`config.mk`:
```
export PLATFORM = sky130hd
export DESIGN_NAME = bfiu_top
export DESIGN_NICKNAME = d
export VERILOG_FILES = /design/src/bfiu_pkg.sv /design/src/bfiu_alu.sv /design/src/bfiu_top.sv
export SDC_FILE = /design/constraint.sdc
export NUM_CORES = 1
export LEC_CHECK = 0
export BUFFER_PORTS_ARGS = -buffer_cell sky130_fd_sc_hd__buf_4
export CORE_MARGIN = 1.5
export CORE_UTILIZATION = 40
export CTS_BUF_LIST = sky130_fd_sc_hd__clkbuf_8
export DETAILED_ROUTE_END_ITERATION = 8
export PLACE_DENSITY_LB_ADDON = 0.08
export SETUP_SLACK_MARGIN = 0.02
export SLEW_MARGIN = 0
export SYNTH_ARGS = -nofsm -noshare
export SYNTH_HDL_FRONTEND = slang
export SYNTH_SLANG_ARGS = --single-unit
```
`constraint.sdc`:
```
create_clock -name I_CLK -period 1.1 [get_ports I_CLK]
set_input_delay 0.11 -clock I_CLK [delete_from_list [all_inputs] [get_ports I_CLK]]
set_output_delay 0.11 -clock I_CLK [all_outputs]
set_load 0.005 [all_outputs]
```
`src/bfiu_pkg.sv`:
```
// Purpose: Shared constants and types for the bit and flag instruction unit.
// Assumes: Single core clock; the decoder presents one operation per cycle.
// Notes:   Flag positions follow the usual eight-bit status register layout.
package bfiu_pkg;

  // Status register bit positions.
  localparam logic [2:0] FLAG_C_POS = 3'h0; // Carry.
  localparam logic [2:0] FLAG_Z_POS = 3'h1; // Zero.
  localparam logic [2:0] FLAG_N_POS = 3'h2; // Negative.
  localparam logic [2:0] FLAG_V_POS = 3'h3; // Overflow.
  localparam logic [2:0] FLAG_S_POS = 3'h4; // Signed test.
  localparam logic [2:0] FLAG_H_POS = 3'h5; // Half carry.
  localparam logic [2:0] FLAG_T_POS = 3'h6; // Bit transfer.
  localparam logic [2:0] FLAG_I_POS = 3'h7; // Global interrupt enable.

  // Reset value of the status register.
  localparam logic [7:0] STATUS_RESET = 8'h00;

  // Every operation of this unit except break completes in this many cycles.
  localparam int unsigned OP_CYCLES = 1;

  // Operation codes presented by the decoder.
  typedef enum logic [3:0] {
    BFIU_NOP          = 4'h0, // No operation.
    BFIU_ARITH_SHR    = 4'h1, // Arithmetic shift right.
    BFIU_SWAP         = 4'h2, // Nibble swap.
    BFIU_FLAG_SET_IDX = 4'h3, // Set flag chosen by index.
    BFIU_FLAG_CLR_IDX = 4'h4, // Clear flag chosen by index.
    BFIU_BIT_TO_T     = 4'h5, // Copy register bit into transfer flag.
    BFIU_T_TO_BIT     = 4'h6, // Copy transfer flag into register bit.
    BFIU_FLAG_SET_DED = 4'h7, // Dedicated set opcode for one flag.
    BFIU_FLAG_CLR_DED = 4'h8, // Dedicated clear opcode for one flag.
    BFIU_SLEEP        = 4'h9, // Enter sleep.
    BFIU_WD_RESTART   = 4'ha, // Restart the watchdog.
    BFIU_BREAK        = 4'hb  // Debug break.
  } bfiu_op_e;

  // One request from the decoder.
  typedef struct packed {
    logic       valid;   // Operation present this cycle.
    bfiu_op_e   op;      // Operation code.
    logic [2:0] sel;     // Flag index or bit index.
    logic [7:0] operand; // Register operand value.
  } bfiu_req_s;

  // Result written back to the register file.
  typedef struct packed {
    logic       we;   // Write enable, one cycle.
    logic [7:0] data; // Result byte.
  } bfiu_wb_s;

endpackage : bfiu_pkg

```
`src/bfiu_alu.sv`:
```
// Purpose: Combinational result and flag logic for one operation.
// Assumes: Request fields are stable while valid is high.
// Notes:   Pure logic; the top registers what it produces.
module bfiu_alu
  import bfiu_pkg::*;
(
  input  bfiu_pkg::bfiu_req_s req,        // Decoder request.
  input  logic [7:0]          status_in,  // Current status register.
  output logic [7:0]          status_out, // Status register after the operation.
  output logic                wr_en,      // Register write-back wanted.
  output logic [7:0]          wr_data     // Register write-back value.
);

  logic [7:0] shifted; // Arithmetic right shift of the operand.
  logic       res_n;   // Negative of the shift result.
  logic       res_c;   // Bit shifted out.

  assign shifted = {req.operand[7], req.operand[7:1]};
  assign res_n   = shifted[7];
  assign res_c   = req.operand[0];

  // Compute the result for the requested operation; defaults leave state alone.
  always_comb begin
    status_out = status_in;
    wr_en      = 1'b0;
    wr_data    = req.operand;
    if (req.valid) begin
      case (req.op)
        BFIU_ARITH_SHR: begin // [RQ1]
          wr_en                  = 1'b1;
          wr_data                = shifted;
          status_out[FLAG_Z_POS] = (shifted == 8'h00);
          status_out[FLAG_C_POS] = res_c;
          status_out[FLAG_N_POS] = res_n;
          // Overflow is negative xor carry after the shift.
          status_out[FLAG_V_POS] = res_n ^ res_c;
        end
        BFIU_SWAP: begin // [RQ2]
          wr_en   = 1'b1;
          wr_data = {req.operand[3:0], req.operand[7:4]};
        end
        // Index and dedicated forms share one path, touching only one bit.
        BFIU_FLAG_SET_IDX, BFIU_FLAG_SET_DED: begin // [RQ3] [RQ6] [RQ7] [RQ11]
          status_out[req.sel] = 1'b1;
        end
        BFIU_FLAG_CLR_IDX, BFIU_FLAG_CLR_DED: begin // [RQ3] [RQ6] [RQ7] [RQ11]
          status_out[req.sel] = 1'b0;
        end
        BFIU_BIT_TO_T: begin // [RQ4]
          status_out[FLAG_T_POS] = req.operand[req.sel];
        end
        BFIU_T_TO_BIT: begin // [RQ5]
          wr_en                = 1'b1;
          wr_data[req.sel]     = status_in[FLAG_T_POS];
        end
        default: begin
          // No operation, sleep, watchdog and break change nothing here.
          status_out = status_in;
        end
      endcase
    end
  end

endmodule // bfiu_alu

```
`src/bfiu_top.sv`:
```
// Purpose: Bit, flag and core-control instruction unit of an eight-bit core.
// Assumes: Decoder issues at most one operation per cycle, synchronous to I_CLK.
// Notes:   All operations except break retire in one cycle; results are registered.
//
// Overview of operation
// RQ1 - Arithmetic shift right keeps bit seven, sets ZCNV
// RQ2 - Nibble swap in one cycle, flags untouched
// RQ3 - Set or clear one flag by index
// RQ4 - Copy chosen register bit into transfer flag
// RQ5 - Write transfer flag into chosen register bit
// RQ6 - Dedicated set and clear of half carry
// RQ7 - Dedicated set and clear of signed test
// RQ8 - Sleep takes one cycle, hands to power management
// RQ9 - Watchdog restart pulse, one cycle, no flags
// RQ10 - Break only signals debug, flags untouched
// RQ11 - Dedicated global interrupt enable set and clear
// RQ12 - No operation changes nothing for one cycle
module bfiu_top
  import bfiu_pkg::*;
(
  input  logic                I_CLK,          // Core clock, 40 MHz.
  input  logic                I_RESET_N,      // Asynchronous reset, active low.
  input  bfiu_pkg::bfiu_req_s I_REQ,          // Operation from the decoder.
  output bfiu_pkg::bfiu_wb_s  O_WB,           // Register write-back.
  output logic [7:0]          O_STATUS,       // Status register contents.
  output logic                O_IRQ_ENABLE,   // Global interrupt enable level.
  output logic                O_SLEEP_REQ,    // Sleep request pulse.
  output logic                O_WD_RESTART,   // Watchdog restart pulse.
  output logic                O_BREAK_REQ,    // Debug break pulse.
  output logic                O_DONE          // Operation retired pulse.
);

  logic [7:0] status_reg;  // Status register.
  logic [7:0] status_next; // Its next value.
  logic       wr_en;       // Write-back wanted this cycle.
  logic [7:0] wr_data;     // Write-back value.
  bfiu_wb_s   wb_reg;      // Registered write-back.
  logic       sleep_reg;   // Sleep pulse.
  logic       wd_rst_reg;  // Watchdog restart pulse.
  logic       brk_reg;     // Break pulse.
  logic       done_reg;    // Retire pulse.

  // Result logic lives apart so the sequencing here stays easy to read.
  bfiu_alu u_alu (
    .req        (I_REQ),
    .status_in  (status_reg),
    .status_out (status_next),
    .wr_en      (wr_en),
    .wr_data    (wr_data)
  );

  // Status register update, one cycle per operation.
  always_ff @(posedge I_CLK or negedge I_RESET_N) begin
    if (!I_RESET_N) begin
      status_reg <= STATUS_RESET;
    end else begin
      status_reg <= status_next; // [RQ3]
    end
  end

  // Register write-back so the file sees a clean one-cycle strobe.
  always_ff @(posedge I_CLK or negedge I_RESET_N) begin
    if (!I_RESET_N) begin
      wb_reg <= '0;
    end else begin
      wb_reg.we   <= wr_en; // [RQ1] [RQ2] [RQ5]
      wb_reg.data <= wr_data;
    end
  end

  // Control pulses to sleep, watchdog and debug logic.
  always_ff @(posedge I_CLK or negedge I_RESET_N) begin
    if (!I_RESET_N) begin
      sleep_reg <= 1'b0;
      wd_rst_reg <= 1'b0;
      brk_reg   <= 1'b0;
      done_reg  <= 1'b0;
    end else begin
      sleep_reg <= I_REQ.valid && (I_REQ.op == BFIU_SLEEP);      // [RQ8]
      wd_rst_reg <= I_REQ.valid && (I_REQ.op == BFIU_WD_RESTART); // [RQ9]
      // Break retires only when the debug logic takes it, so no done pulse.
      brk_reg   <= I_REQ.valid && (I_REQ.op == BFIU_BREAK);      // [RQ10]
      done_reg  <= I_REQ.valid && (I_REQ.op != BFIU_BREAK);      // [RQ12]
    end
  end

  assign O_WB         = wb_reg;
  assign O_STATUS     = status_reg;
  assign O_IRQ_ENABLE = status_reg[FLAG_I_POS]; // [RQ11]
  assign O_SLEEP_REQ  = sleep_reg;
  assign O_WD_RESTART = wd_rst_reg;
  assign O_BREAK_REQ  = brk_reg;
  assign O_DONE       = done_reg;

  // Assertions.
  a_shift_result: assert property (@(posedge I_CLK) disable iff (!I_RESET_N)
    I_REQ.valid && I_REQ.op == BFIU_ARITH_SHR |=> O_WB.we &&
    O_WB.data == {$past(I_REQ.operand[7]), $past(I_REQ.operand[7:1])} &&
    O_STATUS[FLAG_C_POS] == $past(I_REQ.operand[0]))
    else $error("Shift result or carry wrong."); // [RQ1]
  a_swap_flags: assert property (@(posedge I_CLK) disable iff (!I_RESET_N)
    I_REQ.valid && I_REQ.op == BFIU_SWAP |=> $stable(O_STATUS) &&
    O_WB.data == {$past(I_REQ.operand[3:0]), $past(I_REQ.operand[7:4])})
    else $error("Swap wrong or flags moved."); // [RQ2]
  a_flag_set_one: assert property (@(posedge I_CLK) disable iff (!I_RESET_N)
    I_REQ.valid && (I_REQ.op == BFIU_FLAG_SET_IDX || I_REQ.op == BFIU_FLAG_SET_DED)
    |=> O_STATUS == ($past(O_STATUS) | (8'h01 << $past(I_REQ.sel))))
    else $error("Flag set touched other bits."); // [RQ3]
  a_flag_clr_one: assert property (@(posedge I_CLK) disable iff (!I_RESET_N)
    I_REQ.valid && (I_REQ.op == BFIU_FLAG_CLR_IDX || I_REQ.op == BFIU_FLAG_CLR_DED)
    |=> O_STATUS == ($past(O_STATUS) & ~(8'h01 << $past(I_REQ.sel))))
    else $error("Flag clear touched other bits."); // [RQ3] [RQ6] [RQ7]
  a_bit_to_t: assert property (@(posedge I_CLK) disable iff (!I_RESET_N)
    I_REQ.valid && I_REQ.op == BFIU_BIT_TO_T |=> !O_WB.we &&
    O_STATUS[FLAG_T_POS] == $past(I_REQ.operand[I_REQ.sel]))
    else $error("Transfer flag not loaded."); // [RQ4]
  a_t_to_bit: assert property (@(posedge I_CLK) disable iff (!I_RESET_N)
    I_REQ.valid && I_REQ.op == BFIU_T_TO_BIT |=> $stable(O_STATUS) &&
    O_WB.data[$past(I_REQ.sel)] == O_STATUS[FLAG_T_POS])
    else $error("Bit load wrong."); // [RQ5]
  a_sleep_pulse: assert property (@(posedge I_CLK) disable iff (!I_RESET_N)
    I_REQ.valid && I_REQ.op == BFIU_SLEEP |=> O_SLEEP_REQ && $stable(O_STATUS))
    else $error("Sleep pulse missing."); // [RQ8]
  a_wdr_pulse: assert property (@(posedge I_CLK) disable iff (!I_RESET_N)
    I_REQ.valid && I_REQ.op == BFIU_WD_RESTART |=> O_WD_RESTART && $stable(O_STATUS))
    else $error("Watchdog pulse missing."); // [RQ9]
  a_break_flags: assert property (@(posedge I_CLK) disable iff (!I_RESET_N)
    I_REQ.valid && I_REQ.op == BFIU_BREAK |=> O_BREAK_REQ && !O_DONE && $stable(O_STATUS))
    else $error("Break misbehaved."); // [RQ10]
  a_irq_follow: assert property (@(posedge I_CLK) disable iff (!I_RESET_N)
    I_REQ.valid && I_REQ.op == BFIU_FLAG_SET_DED && I_REQ.sel == FLAG_I_POS |=> O_IRQ_ENABLE)
    else $error("Interrupt enable not set."); // [RQ11]
  a_nop_quiet: assert property (@(posedge I_CLK) disable iff (!I_RESET_N)
    I_REQ.valid && I_REQ.op == BFIU_NOP |=> O_DONE && !O_WB.we && $stable(O_STATUS))
    else $error("No operation changed state."); // [RQ12]

  // The shift flags follow from the written result; the upper four flags must not move.
  a_shift_flags: assert property (@(posedge I_CLK) disable iff (!I_RESET_N)
    I_REQ.valid && I_REQ.op == BFIU_ARITH_SHR |=>
    O_STATUS[FLAG_Z_POS] == (O_WB.data == 8'h00) && O_STATUS[FLAG_N_POS] == O_WB.data[7] &&
    O_STATUS[FLAG_V_POS] == (O_WB.data[7] ^ O_STATUS[FLAG_C_POS]) &&
    O_STATUS[7:4] == $past(O_STATUS[7:4]))
    else $error("Shift flags wrong."); // [RQ1]

  // A sleep pulse without a sleep request would stall the core for nothing.
  a_sleep_only: assert property (@(posedge I_CLK) disable iff (!I_RESET_N)
    !(I_REQ.valid && I_REQ.op == BFIU_SLEEP) |=> !O_SLEEP_REQ)
    else $error("Stray sleep pulse."); // [RQ8]

  // A stray restart would hide a hung program from the watchdog.
  a_wd_only: assert property (@(posedge I_CLK) disable iff (!I_RESET_N)
    !(I_REQ.valid && I_REQ.op == BFIU_WD_RESTART) |=> !O_WD_RESTART)
    else $error("Stray watchdog pulse."); // [RQ9]

  // Break must neither write back nor retire in this unit.
  a_break_no_wb: assert property (@(posedge I_CLK) disable iff (!I_RESET_N)
    I_REQ.valid && I_REQ.op == BFIU_BREAK |=> !O_WB.we)
    else $error("Break wrote a register."); // [RQ10]

  // The interrupt logic must see the enable drop right after the clear.
  a_irq_clear: assert property (@(posedge I_CLK) disable iff (!I_RESET_N)
    I_REQ.valid && I_REQ.op == BFIU_FLAG_CLR_DED && I_REQ.sel == FLAG_I_POS |=> !O_IRQ_ENABLE)
    else $error("Interrupt enable not cleared."); // [RQ11]

  // With no request the unit holds the status and stays silent.
  a_idle_hold: assert property (@(posedge I_CLK) disable iff (!I_RESET_N)
    !I_REQ.valid |=> $stable(O_STATUS) && !O_WB.we && !O_DONE)
    else $error("Idle cycle changed state."); // [RQ12]

  // Main scenarios worth seeing at least once.
  c_shift: cover property (@(posedge I_CLK) I_REQ.valid && I_REQ.op == BFIU_ARITH_SHR);
  c_swap:  cover property (@(posedge I_CLK) I_REQ.valid && I_REQ.op == BFIU_SWAP);
  c_t_rt:  cover property (@(posedge I_CLK) I_REQ.valid && I_REQ.op == BFIU_BIT_TO_T
                            ##1 I_REQ.valid && I_REQ.op == BFIU_T_TO_BIT);
  c_sleep: cover property (@(posedge I_CLK) O_SLEEP_REQ);
  c_break: cover property (@(posedge I_CLK) O_BREAK_REQ);

endmodule // bfiu_top

```
==> flow_summary.json <==
{
  "status": "finished clean",
  "clkLatencyLatePin_ps": 260,
  "arrival_ps": 960,
  "max_freq_mhz": 938,
  "holdCritStartpoint": "I_REQ[2]",
  "antenna_found_initial": 0,
  "clkTransAtPathRegs_ps": 80,
  "fp.dieArea_mm2": 0.00380,
  "power_density_mw_per_mm2": 1060,
  "maxCapViolCount": 0,
  "clk_path_buf_depth": 2,
  "firstDrtPassIters": 4,
  "cts_tree": "built",
  "r2r_slack_ps": 60,
  "num-nets-final": 221,
  "pre_cts_slack_ps": -126,
  "fin_ws_ps": 33.7,
  "grt_remaining_overflow": 0,
  "syn-cell-area_mm2": 0.00137,
  "placed_cells": 243,
  "chipWidth_um": 61.6,
  "design.core.area_mm2": 0.00331,
  "worstMarginPinSlew_ps": 368,
  "design_area_mm2": 0.00188,
  "ant_nets": 0,
  "holdPathEnd": "O_WB[2]",
  "dpl.hpwl_um": 2810,
  "gp_congestion": 0.874,
  "avgSynthCellArea_um2": 9.28,
  "track_usage_pct": 20.5,
  "final_layout_size_suffix_gt1_share_pct": 36.1,
  "fin_crit_ps": 1070,
  "end_kind": "output port",
  "placement.io_buffers": 39,
  "synth-seq-cells": 21,
  "diodes": 0,
  "leakagePower_nw": 0.875,
  "grt_pass1_vias": 1213,
  "relSlewSlack_pct": 75.5,
  "ios": 40,
  "wl_per_cell_um": 14.8,
  "h-tree-depth": 1,
  "holdWs_ps": 105,
  "post_cts_resize_count": 0,
  "syn-num-nets": 166,
  "maxSlewViolCount": 0,
  "initial_core_util_pct": 41.5,
  "clock-root-buffer": "clkbuf_8",
  "grt_pass1_wl_um": 5740,
  "r2r_cells": 4,
  "placed_cell_area_mm2": 0.00182,
  "critPathMaxFanout": 2,
  "area_delta_synth_final_pct": 36.7,
  "r2r_start": "O_STATUS[6]",
  "std_cell_rows": 21,
  "cts_buffers": 3,
  "via_per_inst": 5.51,
  "hp-class": "primary input to flip-flop",
  "drt_iter0_drc": 79,
  "cts_setup_buffers": 0,
  "clock_skew_ps": 1.09,
  "postSynthCellCount": 148,
  "clock_sinks": 21,
  "ys_types": 40,
  "wirelength_um": 3680,
  "worstReg2RegEnd": "O_WB[1]",
  "crit_type": "flip-flop to output port",
  "yosysSeqAreaShare_pct": 38.3,
  "fin_crit_sh_pct": 96.9,
  "worst_setup_path_start_kind": "flip-flop",
  "cp.required_ps": 990,
  "rsz0062_at_grt": "true",
  "synth_warnings": 0,
  "hold_depth": 2,
  "finalHoldViolCount": 0,
  "drcViolationCount": 0,
  "setup_viol": 0,
  "num_vias": 1367,
  "grt_max_degree": 22,
  "die_h_um": 61.6,
  "final_cells": 248,
  "peakVddDrop_mv": 0.608
}
## final cells by class
| cell class | count | area (um^2) |
|---|---|---|
| Clock inverter | 1 | 5.00 |
| Sequential cell | 21 | 526 |
| Timing Repair Buffer | 63 | 488 |
| Inverter | 9 | 33.8 |
| Clock buffer | 3 | 41.3 |
| Fill cell | 312 | 1430 |
| Tap cell | 46 | 57.6 |
| Multi-Input combinational cell | 105 | 727 |
## critical path, cell delays in order (launching register included)
cell and delay (ps):
dfrtp_1 420, buf_4 150, buf_4 120
## cell families after synthesis
family          Yosys count  synth area share (%)
xor+xnor                  3                  2.46
buf+inv                  22                  9.02
compound gates           57                  28.1
simple gates             42                  20.0
flops                    21                  38.3
mux                       3                  2.19
## report_power, final
group	total, W	switching [W]	internal (W)
Sequential	0.000892	0.0000432	0.000849
Combinational	0.000597	0.000277	0.000320
Clock	0.000510	0.000258	0.000253
Total	0.00200	0.000578	0.00142
## synth_stat cells
cell type  number  area [um^2]
or2_1           1         6.26
and3b_1         3         26.3
nor2b_1         1         6.26
nor4_1          5         31.3
clkbuf_1        1         3.75
buf_4           3         22.5
nand4_4         1         21.3
o31a_1          1         8.76
nor3b_2         1         12.5
nand2_1         6         22.5
and4b_1         1         10.0
o21ai_1        12         60.1
dfrtp_1        21          526
buf_6           3         33.8
o21a_2          1         8.76
and2b_1         1         7.51
a31oi_1         1         6.26
a21o_1          2         15.0
xor2_1          1         8.76
a22oi_1         9         67.6
nand3b_1        1         7.51
a21oi_1         8         40.0
xnor2_2         1         16.3
clkinv_1        1         3.75
nor2_1          4         15.0
a22o_1          8         70.1
o32ai_1         2         17.5
inv_1           8         30.0
o21ai_0         2         10.0
nor2b_2         1         8.76
nand3_1         7         35.0
o2111ai_1       1         8.76
mux2i_1         3         30.0
nor3b_1         4         30.0
o221ai_1        4         35.0
nor3_1          4         20.0
buf_2           6         30.0
nor4b_2         1         15.0
o22ai_1         6         37.5
xnor2_1         1         8.76
## worst max-delay path by stage
stage,startpoint,end,slack (ps),cells after the start
detailed placement,I_REQ[12],O_WB[2],-130,6
floorplan,I_REQ[14],O_STATUS[6],20,5
global placement,I_REQ[12],O_WB[3],-110,6
CTS,O_STATUS[6],O_STATUS[6],20,2
global route,O_STATUS[6],O_STATUS[6],0.2,2
finish,O_STATUS[6],O_STATUS[6],30,2
## per-stage QoR
step | power [W] | TNS (ps) | utilization, %
after floorplan | 0.00119 | 0 | -
after detailed placement | 0.00150 | -1440 | 55.0
after CTS | 0.00203 | 0 | 56.7
after global placement | 0.00149 | -1210 | 55.0
final | 0.00200 | 0 | 56.7
after global routing | 0.00212 | 0 | 56.7
## timing repair
action | 4_1_cts | 5_1_grt
hold buffers | 1 | 0
endpoints found under the setup margin | 5 | 8
pin swaps | 3 | 4
gates cloned | 0 | 0
hold endpoints to repair | 21 | 0
## cells in the final DEF, fill, tap and decap left out, drive strengths merged, types with 2 or more instances in the layout
cell    synthesis  final
buf            12     62
dfrtp          21     21
o21ai          14     14
a22oi           9      9
a22o            8      8
inv             8      8
a21oi           8      8
nand3           7      7
nand2           6      6
o22ai           6      6
nor4            5      5
nor3b           5      5
nor2            4      4
nor3            4      4
o221ai          4      4
and3b           3      3
mux2i           3      3
clkbuf          1      3
nor2b           2      2
o32ai           2      2
a21o            2      2
clkinv          1      2
xnor2           2      2
## metal layers
metal	vias to the layer above	global-route usage (%)	routed length [um]
met5	-	0	0
met4	0	4.86	30
met3	4	3.99	230
met2	58	32.5	1750
met1	635	28.8	1670
li1	670	-	-
Note: power is estimated with default switching activity, not from simulation.
